--- config.mk ---
export PLATFORM = sky130hd
export DESIGN_NAME = du_top
export DESIGN_NICKNAME = d
export VERILOG_FILES = /design/src/du_pkg.sv /design/src/du_top.sv
export SDC_FILE = /design/constraint.sdc
export NUM_CORES = 1
export LEC_CHECK = 0
export BUFFER_PORTS_ARGS = -buffer_cell sky130_fd_sc_hd__buf_2
export CAP_MARGIN = 20
export CORE_MARGIN = 1.5
export CORE_UTILIZATION = 40
export DETAILED_ROUTE_END_ITERATION = 16
export HOLD_SLACK_MARGIN = 0.15
export PLACE_DENSITY = 0.62
export SKIP_LAST_GASP = 1
export SLEW_MARGIN = 20
export SYNTH_ARGS = -nofsm -noshare
export SYNTH_HDL_FRONTEND = slang
export SYNTH_SLANG_ARGS = --single-unit
--- constraint.sdc ---
create_clock -name clk -period 11.3 [get_ports clk]
set_input_delay 2.26 -clock clk [delete_from_list [all_inputs] [get_ports clk]]
set_output_delay 2.26 -clock clk [all_outputs]
set_load 0.1 [all_outputs]
--- src/du_pkg.sv ---
// Constants shared by the dual asynchronous receiver/transmitter core.
// Assumes one 200 MHz clock; every pin arrives asynchronously to it.
// Summary of operation
// - Data bus is driven only while chip select is low, else released.
// - Data bus bit zero is the least significant bit.
// - Write loads addressed register; it takes effect at write strobe rising edge.
// - Read drives addressed register contents; cycle starts at read strobe falling edge.
// - Four address bits pick the register or port accessed.
// - Reset clears status, mask, output registers, stops timer, idles channels at mark.
// - Interrupt output goes low while any enabled interrupting condition is true.
// - Receivers take least significant bit first; high is mark, low is space.
// - Transmitters send LSB first and hold mark when disabled, idle or looped back.
// - Outputs zero and one are general outputs or request-to-send with auto release.
// - Output two is general, channel A transmit 16x/1x clock or receive 1x clock.
// - Output three is general, timer output, channel B transmit or receive 1x clock.
// - Outputs four and five may show receiver ready or full, active low.
// - Outputs six and seven may show transmitter ready, active low.
// - Inputs zero and one are readable and serve as clear-to-send, active low.
// - Input two is readable and may clock the counter/timer.
// - Input three may clock channel A transmitter; bits shift on its falling edge.
// - A receiver external clock samples data on its rising edge.
// - A general purpose output pin is the complement of its register bit.
// - Only conditions enabled in the interrupt mask assert the interrupt.
package du_pkg;
    localparam logic [3:0] REG_MODE_A = 4'h0;
    localparam logic [3:0] REG_STAT_A = 4'h1;
    localparam logic [3:0] REG_DATA_A = 4'h3;
    localparam logic [3:0] CH_STRIDE = 4'h8;
    localparam logic [3:0] REG_AUX = 4'h4;
    localparam logic [3:0] REG_IMASK = 4'h5;
    localparam logic [3:0] REG_OUTPUT_FUNCTION_CONFIG = 4'hD;
    localparam logic [3:0] REG_OPR_SET = 4'hE;
    localparam logic [3:0] REG_OPR_CLR = 4'hF;
    localparam int MD_TXEN = 0;
    localparam int MD_RXEN = 1;
    localparam int MD_LOOP = 2;
    localparam int MD_TXEXT = 3;
    localparam int MD_RXEXT = 4;
    localparam int MD_RTS_TX = 5;
    localparam int MD_RTS_RX = 6;
    localparam int MD_CTS = 7;
    localparam int AX_RUN = 0;
    localparam int AX_EXT = 1;
    localparam int OC_OP2 = 0;
    localparam int OC_OP3 = 2;
    localparam int OC_OP4 = 4;
    localparam logic [1:0] SEL_GP = 2'h0;
    localparam logic [1:0] SEL_ALT1 = 2'h1;
    localparam logic [1:0] SEL_ALT2 = 2'h2;
    localparam logic [7:0] RST_REG = 8'h00;
    localparam logic [3:0] FRAME_BITS = 4'hA;
    localparam logic [3:0] LAST_DATA = 4'h8;
    localparam logic [3:0] MID_SAMPLE = 4'h7;
    localparam int CLK_HZ = 200000000;
    localparam int BAUD = 115200;
    localparam int HALF16_DIV = CLK_HZ / (BAUD * 32);
    localparam logic [15:0] CT_DIV_DEF = 16'h0010;
endpackage : du_pkg

--- src/du_top.sv ---
// Dual-channel asynchronous receiver/transmitter with host strobe port and pin mux.
// Assumes an asynchronous host bus and pins; all are synchronised to clk here.
module du_top #(
    parameter int HALF16_DIV = du_pkg::HALF16_DIV,
    parameter logic [15:0] CT_DIV = du_pkg::CT_DIV_DEF
) (
    input wire logic clk,
    input wire logic rst,
    input wire logic chip_select_n,
    input wire logic write_strobe_n,
    input wire logic read_strobe_n,
    input wire logic [3:0] register_address,
    input wire logic [7:0] host_data_in,
    output logic [7:0] host_data_out,
    output logic host_data_oe,
    output logic irq_out_n,
    input wire logic serial_in_chan_a,
    input wire logic serial_in_chan_b,
    output logic serial_out_chan_a,
    output logic serial_out_chan_b,
    input wire logic [6:0] multipurpose_inputs,
    output logic [7:0] multipurpose_outputs
);
    // Pin sampling: two flops, then a third stage used only for edge detection.
    logic [23:0] s1, s2, p3;
    wire [23:0] pins = {chip_select_n, write_strobe_n, read_strobe_n, register_address,
                        host_data_in, serial_in_chan_b, serial_in_chan_a,
                        multipurpose_inputs};
    always_ff @(posedge clk or posedge rst) begin
        if (rst) begin
            s1 <= 24'hFFFFFF;
            s2 <= 24'hFFFFFF;
            p3 <= 24'hFFFFFF;
        end else begin
            s1 <= pins;
            s2 <= s1;
            p3 <= s2;
        end
    end
    wire cs_n = s2[23];
    wire wr_n = s2[22];
    wire rd_n = s2[21];
    wire [3:0] addr = s2[20:17];
    wire [7:0] din = s2[16:9];
    wire [1:0] rx_pin = s2[8:7];
    wire [6:0] ip = s2[6:0];
    wire [6:0] ip_rise = ip & ~p3[6:0];
    wire [6:0] ip_fall = ~ip & p3[6:0];
    wire wr_rise = wr_n && !p3[22];
    wire rd_fall = !rd_n && p3[21] && !cs_n;

    // Write address and data are captured while the strobe is low, since the host
    // only guarantees them up to the rising edge.
    logic [3:0] w_addr;
    logic [7:0] w_data;
    logic w_valid;
    always_ff @(posedge clk or posedge rst) begin
        if (rst) begin
            w_addr <= 4'h0;
            w_data <= 8'h00;
            w_valid <= 1'b0;
        end else if (!wr_n && !cs_n) begin
            w_addr <= addr;
            w_data <= din;
            w_valid <= 1'b1;
        end else if (wr_rise) begin
            w_valid <= 1'b0;
        end
    end
    wire wr_ev = wr_rise && w_valid;

    // Baud tick: half period toggles a phase flop, giving a 16x clock and tick.
    logic [15:0] bdiv;
    logic ph16;
    wire half_tick = (bdiv == 16'(HALF16_DIV - 1));
    wire tick16 = half_tick && ph16;
    always_ff @(posedge clk or posedge rst) begin
        if (rst) begin
            bdiv <= 16'h0000;
            ph16 <= 1'b0;
        end else begin
            bdiv <= half_tick ? 16'h0000 : bdiv + 16'h0001;
            ph16 <= ph16 ^ half_tick;
        end
    end

    // Per-channel state, indexed by channel: 0 is A, 1 is B.
    logic [7:0] mode [2];
    logic [7:0] rx_data [2];
    logic [3:0] tx_sub [2];
    logic [3:0] rx_sub [2];
    logic [1:0] rx_rdy, tx_rdy, tx_emp, ovr, tx_done, tx_line;
    wire [1:0] tx_ext_fall = {ip_fall[5], ip_fall[3]};
    wire [1:0] rx_ext_rise = {ip_rise[6], ip_rise[4]};
    wire [1:0] cts_ok = ~ip[1:0];

    genvar i;
    generate
        for (i = 0; i < 2; i++) begin : g_ch
            localparam logic [3:0] BASE = (i == 0) ? 4'h0 : du_pkg::CH_STRIDE;
            wire sel_mode = wr_ev && w_addr == (BASE | du_pkg::REG_MODE_A);
            wire sel_stat = wr_ev && w_addr == (BASE | du_pkg::REG_STAT_A);
            wire sel_data = wr_ev && w_addr == (BASE | du_pkg::REG_DATA_A);
            wire rd_data = rd_fall && addr == (BASE | du_pkg::REG_DATA_A);
            logic [7:0] hold;
            logic [9:0] shf;
            logic [3:0] tcnt, rcnt;
            logic [7:0] rshf;
            logic full, tbusy, rbusy;
            wire txen = mode[i][du_pkg::MD_TXEN];
            wire step = mode[i][du_pkg::MD_TXEXT] ? tx_ext_fall[i]
                                                  : (tick16 && tx_sub[i] == 4'hF);
            wire start = !tbusy && full && txen && (!mode[i][du_pkg::MD_CTS] || cts_ok[i]);
            assign tx_line[i] = tbusy ? shf[0] : 1'b1;
            assign tx_rdy[i] = txen && !full;
            assign tx_emp[i] = txen && !full && !tbusy;
            assign tx_done[i] = tbusy && step && tcnt == 4'h1 && !full;

            always_ff @(posedge clk or posedge rst) begin
                if (rst) begin
                    mode[i] <= du_pkg::RST_REG;
                end else if (sel_mode) begin
                    mode[i] <= w_data;
                end
            end

            // Transmitter: start bit, eight data bits from bit zero up, stop bit.
            always_ff @(posedge clk or posedge rst) begin
                if (rst) begin
                    hold <= 8'h00;
                    full <= 1'b0;
                    shf <= 10'h3FF;
                    tcnt <= 4'h0;
                    tbusy <= 1'b0;
                    tx_sub[i] <= 4'h0;
                end else begin
                    if (tick16) begin
                        tx_sub[i] <= tx_sub[i] + 4'h1;
                    end
                    if (start) begin
                        shf <= {1'b1, hold, 1'b0};
                        tcnt <= du_pkg::FRAME_BITS;
                        tbusy <= 1'b1;
                        tx_sub[i] <= 4'h0;
                    end else if (tbusy && step) begin
                        shf <= {1'b1, shf[9:1]};
                        tcnt <= tcnt - 4'h1;
                        tbusy <= (tcnt != 4'h1);
                    end
                    if (sel_data) begin
                        hold <= w_data;
                        full <= 1'b1;
                    end else if (start) begin
                        full <= 1'b0;
                    end
                end
            end

            // Receiver; local loopback feeds it from the transmitter's own line.
            wire line = mode[i][du_pkg::MD_LOOP] ? tx_line[i] : rx_pin[i];
            wire ext = mode[i][du_pkg::MD_RXEXT];
            wire samp = ext ? rx_ext_rise[i] : (tick16 && rx_sub[i] == du_pkg::MID_SAMPLE);
            wire deliver = rbusy && samp && rcnt == 4'h9;
            always_ff @(posedge clk or posedge rst) begin
                if (rst) begin
                    rbusy <= 1'b0;
                    rcnt <= 4'h0;
                    rshf <= 8'h00;
                    rx_sub[i] <= 4'h0;
                    rx_data[i] <= 8'h00;
                    rx_rdy[i] <= 1'b0;
                    ovr[i] <= 1'b0;
                end else begin
                    if (tick16) begin
                        rx_sub[i] <= rx_sub[i] + 4'h1;
                    end
                    if (!rbusy) begin
                        if (mode[i][du_pkg::MD_RXEN] && !line && (!ext || samp)) begin
                            rbusy <= 1'b1;
                            rcnt <= ext ? 4'h1 : 4'h0;
                            rx_sub[i] <= 4'h0;
                        end
                    end else if (samp) begin
                        if (rcnt == 4'h0) begin
                            rbusy <= !line;
                            rcnt <= 4'h1;
                        end else if (rcnt <= du_pkg::LAST_DATA) begin
                            rshf <= {line, rshf[7:1]};
                            rcnt <= rcnt + 4'h1;
                        end else begin
                            rbusy <= 1'b0;
                            rx_data[i] <= rshf;
                        end
                    end
                    // A character landing in the same cycle as the read keeps ready set.
                    if (deliver) begin
                        rx_rdy[i] <= 1'b1;
                    end else if (rd_data) begin
                        rx_rdy[i] <= 1'b0;
                    end
                    if (deliver && rx_rdy[i] && !rd_data) begin
                        ovr[i] <= 1'b1;
                    end else if (sel_stat) begin
                        ovr[i] <= 1'b0;
                    end
                end
            end
        end
    endgenerate

    // Host registers.
    logic [7:0] imask, output_levels_register, output_function_config, aux;
    logic [3:0] ip_chg;
    wire sel_aux = wr_ev && w_addr == du_pkg::REG_AUX;
    wire sel_imask = wr_ev && w_addr == du_pkg::REG_IMASK;
    wire sel_output_function_config = wr_ev && w_addr == du_pkg::REG_OUTPUT_FUNCTION_CONFIG;
    wire sel_set = wr_ev && w_addr == du_pkg::REG_OPR_SET;
    wire sel_clr = wr_ev && w_addr == du_pkg::REG_OPR_CLR;
    wire rd_chg = rd_fall && addr == du_pkg::REG_AUX;
    wire [1:0] rts_drop;
    assign rts_drop[0] = (mode[0][du_pkg::MD_RTS_TX] && tx_done[0])
                      || (mode[0][du_pkg::MD_RTS_RX] && rx_rdy[0]);
    assign rts_drop[1] = (mode[1][du_pkg::MD_RTS_TX] && tx_done[1])
                      || (mode[1][du_pkg::MD_RTS_RX] && rx_rdy[1]);
    wire [7:0] opr_set = sel_set ? w_data : 8'h00;
    wire [7:0] opr_clr = (sel_clr ? w_data : 8'h00) | {6'h00, rts_drop};
    always_ff @(posedge clk or posedge rst) begin
        if (rst) begin
            imask <= du_pkg::RST_REG;
            output_levels_register <= du_pkg::RST_REG;
            output_function_config <= du_pkg::RST_REG;
            aux <= du_pkg::RST_REG;
            ip_chg <= 4'h0;
        end else begin
            imask <= sel_imask ? w_data : imask;
            output_function_config <= sel_output_function_config ? w_data : output_function_config;
            aux <= sel_aux ? w_data : aux;
            output_levels_register <= (output_levels_register | opr_set) & ~opr_clr;
            ip_chg <= (ip_rise[3:0] | ip_fall[3:0]) | (rd_chg ? 4'h0 : ip_chg);
        end
    end

    // Counter/timer: square wave from the clock or input two, halted unless run is set.
    logic [15:0] ct_cnt;
    logic ct_out;
    wire ct_src = aux[du_pkg::AX_EXT] ? ip_rise[2] : 1'b1;
    wire ct_wrap = ct_src && ct_cnt == CT_DIV - 16'h0001;
    always_ff @(posedge clk or posedge rst) begin
        if (rst) begin
            ct_cnt <= 16'h0000;
            ct_out <= 1'b1;
        end else if (!aux[du_pkg::AX_RUN]) begin
            ct_cnt <= 16'h0000;
            ct_out <= 1'b1;
        end else if (ct_src) begin
            ct_cnt <= ct_wrap ? 16'h0000 : ct_cnt + 16'h0001;
            ct_out <= ct_out ^ ct_wrap;
        end
    end

    wire [7:0] interrupt_status = {ovr[0] | ovr[1], tx_emp[1], rx_rdy[1], tx_rdy[1],
                      |ip_chg, tx_emp[0], rx_rdy[0], tx_rdy[0]};
    wire [7:0] stat_a = {3'h0, ovr[0], tx_emp[0], tx_rdy[0], rx_rdy[0], rx_rdy[0]};
    wire [7:0] stat_b = {3'h0, ovr[1], tx_emp[1], tx_rdy[1], rx_rdy[1], rx_rdy[1]};

    // Read multiplexer; the status and data views of channel B sit one stride up.
    logic [7:0] rd_mux;
    always_comb begin
        case (addr)
            du_pkg::REG_MODE_A: rd_mux = mode[0];
            du_pkg::REG_STAT_A: rd_mux = stat_a;
            du_pkg::REG_DATA_A: rd_mux = rx_data[0];
            du_pkg::REG_AUX: rd_mux = {4'h0, ip_chg};
            du_pkg::REG_IMASK: rd_mux = interrupt_status;
            du_pkg::CH_STRIDE | du_pkg::REG_MODE_A: rd_mux = mode[1];
            du_pkg::CH_STRIDE | du_pkg::REG_STAT_A: rd_mux = stat_b;
            du_pkg::CH_STRIDE | du_pkg::REG_DATA_A: rd_mux = rx_data[1];
            du_pkg::REG_OUTPUT_FUNCTION_CONFIG: rd_mux = {1'b1, ip};
            default: rd_mux = 8'h00;
        endcase
    end

    // Output pin functions.
    wire [1:0] op2_sel = output_function_config[du_pkg::OC_OP2 +: 2];
    wire [1:0] op3_sel = output_function_config[du_pkg::OC_OP3 +: 2];
    wire op2 = (op2_sel == du_pkg::SEL_GP) ? ~output_levels_register[2]
             : (op2_sel == du_pkg::SEL_ALT1) ? ph16
             : (op2_sel == du_pkg::SEL_ALT2) ? tx_sub[0][3] : rx_sub[0][3];
    wire op3 = (op3_sel == du_pkg::SEL_GP) ? ~output_levels_register[3]
             : (op3_sel == du_pkg::SEL_ALT1) ? ct_out
             : (op3_sel == du_pkg::SEL_ALT2) ? tx_sub[1][3] : rx_sub[1][3];
    wire [3:0] hi_alt = {~tx_rdy[1], ~tx_rdy[0], ~rx_rdy[1], ~rx_rdy[0]};
    wire [3:0] hi_sel = output_function_config[7:du_pkg::OC_OP4];
    wire [3:0] hi_out = (hi_sel & hi_alt) | (~hi_sel & ~output_levels_register[7:4]);
    wire [7:0] next_op = {hi_out, op3, op2, ~output_levels_register[1:0]};
    wire next_irq_n = ~|(interrupt_status & imask);
    wire next_txa = !mode[0][du_pkg::MD_TXEN] || mode[0][du_pkg::MD_LOOP] || tx_line[0];
    wire next_txb = !mode[1][du_pkg::MD_TXEN] || mode[1][du_pkg::MD_LOOP] || tx_line[1];

    always_ff @(posedge clk or posedge rst) begin
        if (rst) begin
            host_data_out <= 8'h00;
            host_data_oe <= 1'b0;
            irq_out_n <= 1'b1;
            serial_out_chan_a <= 1'b1;
            serial_out_chan_b <= 1'b1;
            multipurpose_outputs <= 8'hFF;
        end else begin
            host_data_out <= rd_mux;
            host_data_oe <= !cs_n && !rd_n;
            irq_out_n <= next_irq_n;
            serial_out_chan_a <= next_txa;
            serial_out_chan_b <= next_txb;
            multipurpose_outputs <= next_op;
        end
    end
endmodule : du_top

After elaboration in Yosys (flattened, before gate mapping):

Cells that the tools add are included.

* output and inout bits: 20
* register bits: 294

* order comparisons: 2
* bitwise gates (word level): 31
* eq/ne operators: 39
* multiplexer cells: 83
* add/sub/neg operators: 10
* reduce and logical (&&, ||, !) cells: 114

Operator list (count)
* $mux 4: 25
* $pmux 8 s9: 1
* $mux 16: 4
* $logic_and 1x1->1: 58
* $eq 4x4->1 const B: 14
* $mux 1: 47
* $mux 10: 4
* $add 16x1->16 const B: 2
* $reduce_bool 2->1: 13
* $add 4x1->4 const B: 6
* $eq 4x3->1 const B: 6
* $logic_not 1->1: 19
* $and 8x8->8: 2
* $eq 16x4->1 const B: 1
* $eq 16x6->1 const B: 1
* $eq 4x1->1 const B: 4
* $logic_not 4->1: 4
* $mux 8: 2
* $reduce_and 4->1: 4
* $or 4x4->4: 3
* $logic_or 1x1->1: 10
* $not 1->1: 10
* $and 4x4->4: 2
* $eq 4x2->1 const B: 2
* other kinds (22): 35

Depth between registers and ports, before layout:

* depth in word-level cells: 12
* mapped depth: 11

Worst setup path before layout:

OpenSTA, ideal clock, no wires.

* kind: reg2out
* start point: reg host_data_oe
* end point: out host_data_oe
* buffers on the path: 0
* required time: 9040 ps
* slack: 8157 ps
* arrival time: 883 ps
* stages on the path, launching flop included: 1
* cells stage by stage: dfrtp_1

RTL lines
* start: declaration: line du_top.sv:15 `output logic host_data_oe,`
* start signal: assignment: line du_top.sv:310 `host_data_oe <= !cs_n && !rd_n;`

No word-level cell between the ends.

Worst setup path in the final report:

* start point: reg multipurpose_outputs[2]
* end point: out multipurpose_outputs[2]

RTL lines
* start: declaration: line du_top.sv:22 `output logic [7:0] multipurpose_outputs`
* start signal: assignment: line du_top.sv:314 `multipurpose_outputs <= next_op;`

No word-level cell between the ends.

==> run_results.csv <==
group,metric,value,unit
die,core,0.0295,mm^2
sta,tns,0,ns
yosys,ys_seq_elements,278,
grt,grt_pass1_vias,7564,
die,die_h,176,um
grt,antenna_found_initial,0,
worst_setup_path,setup.worst_path.class,"reg2out",
worst_setup_path,path_buf_inv,1,
clock_network,clk_path_buf_depth,3,
run_status,status,"finished clean",
sta,rsz0062_at_grt,"no",
finish,num-nets-final,1045,
route,firstDrtPassIters,7,
sta,worst_slack,7.49,ns
finish,final_cells,1413,
placement,pre_cts_slack,7.22,ns
yosys,synth_area,0.0119,mm^2
yosys,synth.distinct_cells,77,
worst_setup_path,start_kind,"flip-flop",
sta,tightest_slew,0.970,ns
sta,drv_slew,0,
worst_setup_path,critPathMaxStageDelay,0.54,ns
clock_network,path_clk_slew,0.06,ns
pwr,p_clk_frac,0.372,
die,start_util,0.404,
worst_hold_path,hp-class,"reg2reg",
pwr,power.leakage,6.00,nW
worst_setup_path,arrival,1.55,ns
route,route.detailed.drc,0,
route,wl,24900,um
clock_network,cts_tree,"done",
clock_network,cts_resized,0,
finish,fill_cells,2730,
finish,final_common_cell,"dfrtp_1",
route,via_per_inst,5.32,
pwr,combPwrFrac,0.158,
finish,finalInstanceArea,0.0136,mm^2
clock_network,htreeDepth,1,
worst_setup_path,path_delay_family,"flip-flops",
finish,layout-drive-gt1-share,0.303,
clock_network,post_cts.repair.setup_buffers,0,
clock_network,numCtsBuffers,30,
sta,skew,0.0313,ns
clock_network,hold_buffers,0,
finish,multi_input_area,0.00457,mm^2
grt,grt_max_degree,133,
worst_setup_path,r2r_slack,7.77,ns
die,die_w,176,um
sta,slew_headroom,0.354,
sta,period_share,0.337,
clock_network,cts.sinks,278,
pwr,internal-power,1.94,mW
yosys,avgSynthCellArea,12.4,um^2
yosys,syn-instance-count,958,
sta,hold_viol,0,
placement,io_buffers,45,
pwr,p_sw_frac,0.301,
finish,fin_util,0.461,
yosys,ys_warn_count,0,
yosys,yosysSeqAreaShare,0.593,
grt,overflow,0,
placement,placed_cells,1357,
sta,fmax,263,MHz
worst_setup_path,critPathSlowestCell,"dfstp_2",
sta,setup_violations,0,
yosys,synth_fp_nets,1004,
yosys,async_flop_share,1.00,
route,vias,7521,
placement,dpl_cell_area,0.0125,mm^2
grt,grt_first_pass_wirelength,41000,um
clock_network,insertion_delay,0.58,ns
placement,globalplace.congestion,0.814,
placement,post-dp-hpwl,16600,um
die,rows,63,
finish,layout_common_cells,"dfrtp_1, mux2_2, dfstp_2",
finish,area_delta_synth_final,14.0,%
route,drt_iter0_drc,432,
pwr,switchingPower,0.833,mW
yosys,ys.flop_type,"dfrtp_1",
pwr,seqPwrFrac,0.470,
route,antenna_left,0,
worst_setup_path,path_cells,"buf_2",
finish,antennaDiodeCount,0,
die,io_pins,46,
pwr,cellPowerDensity,204,mW/mm^2
grt,track_usage,0.167,
clock_network,cts_root_buffer,"clkbuf_16",
yosys,synth_edf_count,0,
die,die_area,0.0308,mm^2
worst_setup_path,required,9.04,ns
worst_setup_path,path_max_fanout,1,
sta,finalCriticalPeriod,3.81,ns
flow_run,drv_cap,0,
finish,regArea,0.00707,mm^2
worst_setup_path,end_kind,"output pin",
route,routedWlPerCell,17.6,um
pwr,vdd_drop_max,0.133,mV
## cell families after synthesis
| family | Yosys count | synth area share |
|---|---|---|
| adder cells (fa/ha/maj) | 20 | 0.0210 |
| multiplexers | 130 | 0.124 |
| AO/OA/AOI/OAI | 123 | 0.0751 |
| XOR/XNOR | 40 | 0.0294 |
| flip-flops | 278 | 0.593 |
| AND/OR/NAND/NOR | 294 | 0.134 |
| buffers and inverters | 73 | 0.0240 |
## through the flow
| stage | hold slack, ns | total power [mW] |
|---|---|---|
| detailed placement | 0.347 | 1.76 |
| finish | 0.349 | 2.77 |
| global placement | 0.346 | 1.75 |
| CTS | 0.351 | 2.80 |
| global route | 0.348 | 2.90 |
| floorplan | 0.345 | 1.63 |
## sequential cells by signal, indices dropped and copies added (netlist names), 4 cells and up
register,cells
bdiv,16
ct_cnt,16
g_ch.hold,16
g_ch.rcnt,8
g_ch.rshf,16
g_ch.shf,18
g_ch.tcnt,8
host_data_out,8
imask,8
ip_chg,4
mode,12
multipurpose_outputs,8
output_function_config,8
output_levels_register,8
p3,9
rx_data,16
rx_sub,8
s1,24
s2,24
tx_sub,8
w_addr,4
w_data,8
## synthesized netlist by cell type (all sizes together) (7+ instances only)
| master | number | area [um^2] |
|---|---|---|
| dfrtp | 191 | 4780 |
| mux2 | 100 | 1130 |
| dfstp | 87 | 2290 |
| nand2 | 80 | 300 |
| nor2 | 56 | 213 |
| nand3 | 42 | 233 |
| inv | 30 | 113 |
| clkbuf | 28 | 105 |
| mux2i | 26 | 260 |
| o21ai | 25 | 125 |
| nand4 | 21 | 153 |
| xnor2 | 21 | 184 |
| ha | 20 | 250 |
| xor2 | 19 | 166 |
| nor2b | 16 | 100 |
| a21oi | 15 | 75.1 |
| buf | 15 | 68.8 |
| o211ai | 14 | 105 |
| nor4 | 11 | 75.1 |
| a31oi | 10 | 62.6 |
| a21o | 9 | 67.6 |
| nor3 | 8 | 51.3 |
| and3 | 7 | 43.8 |
| or3 | 7 | 43.8 |
## area by class of cell
cell class | count | share of cell area
Clock buffer | 45 | 0.0646
Clock inverter | 11 | 0.0139
Inverter | 30 | 0.00884
Multi-Input combinational cell | 607 | 0.336
Sequential cell | 278 | 0.520
Tap cell | 390 | 0.0359
Timing Repair Buffer | 52 | 0.0204
## power groups by stage
stage	Combinational (mW)	Clock, mW	Sequential, mW
2_1_floorplan	0.286	0	1.35
3_3_place_gp	0.435	0	1.31
3_5_place_dp	0.443	0	1.32
4_1_cts	0.445	1.06	1.30
5_1_grt	0.479	1.10	1.32
6_report	0.438	1.03	1.30
## path summary, 6_finish.rpt
check	start	end	cells after the start
worst min-delay path	s1[13]$_DFF_PP1_	s2[13]$_DFF_PP1_	0
worst min register to register	s1[13]$_DFF_PP1_	s2[13]$_DFF_PP1_	0
max in group asynchronous	rst	g_ch[1].hold[5]$_DFFE_PP0P_	3
min in group asynchronous	rst	bdiv[7]$_DFF_PP0_	2
worst max register to register	bdiv[7]$_DFF_PP0_	g_ch[1].rshf[0]$_DFFE_PP0P_	9
worst max-delay path	multipurpose_outputs[2]$_DFF_PP1_	multipurpose_outputs[2]	1
## routing by layer
metal  share of wire  vias up  track usage
li1                -     3520            -
met1            0.47     3798        0.232
met2            0.47      152        0.268
met3           0.033       51       0.0240
met4           0.032        0       0.0545
met5               0        -            0
(Power assumes the default switching activity.)
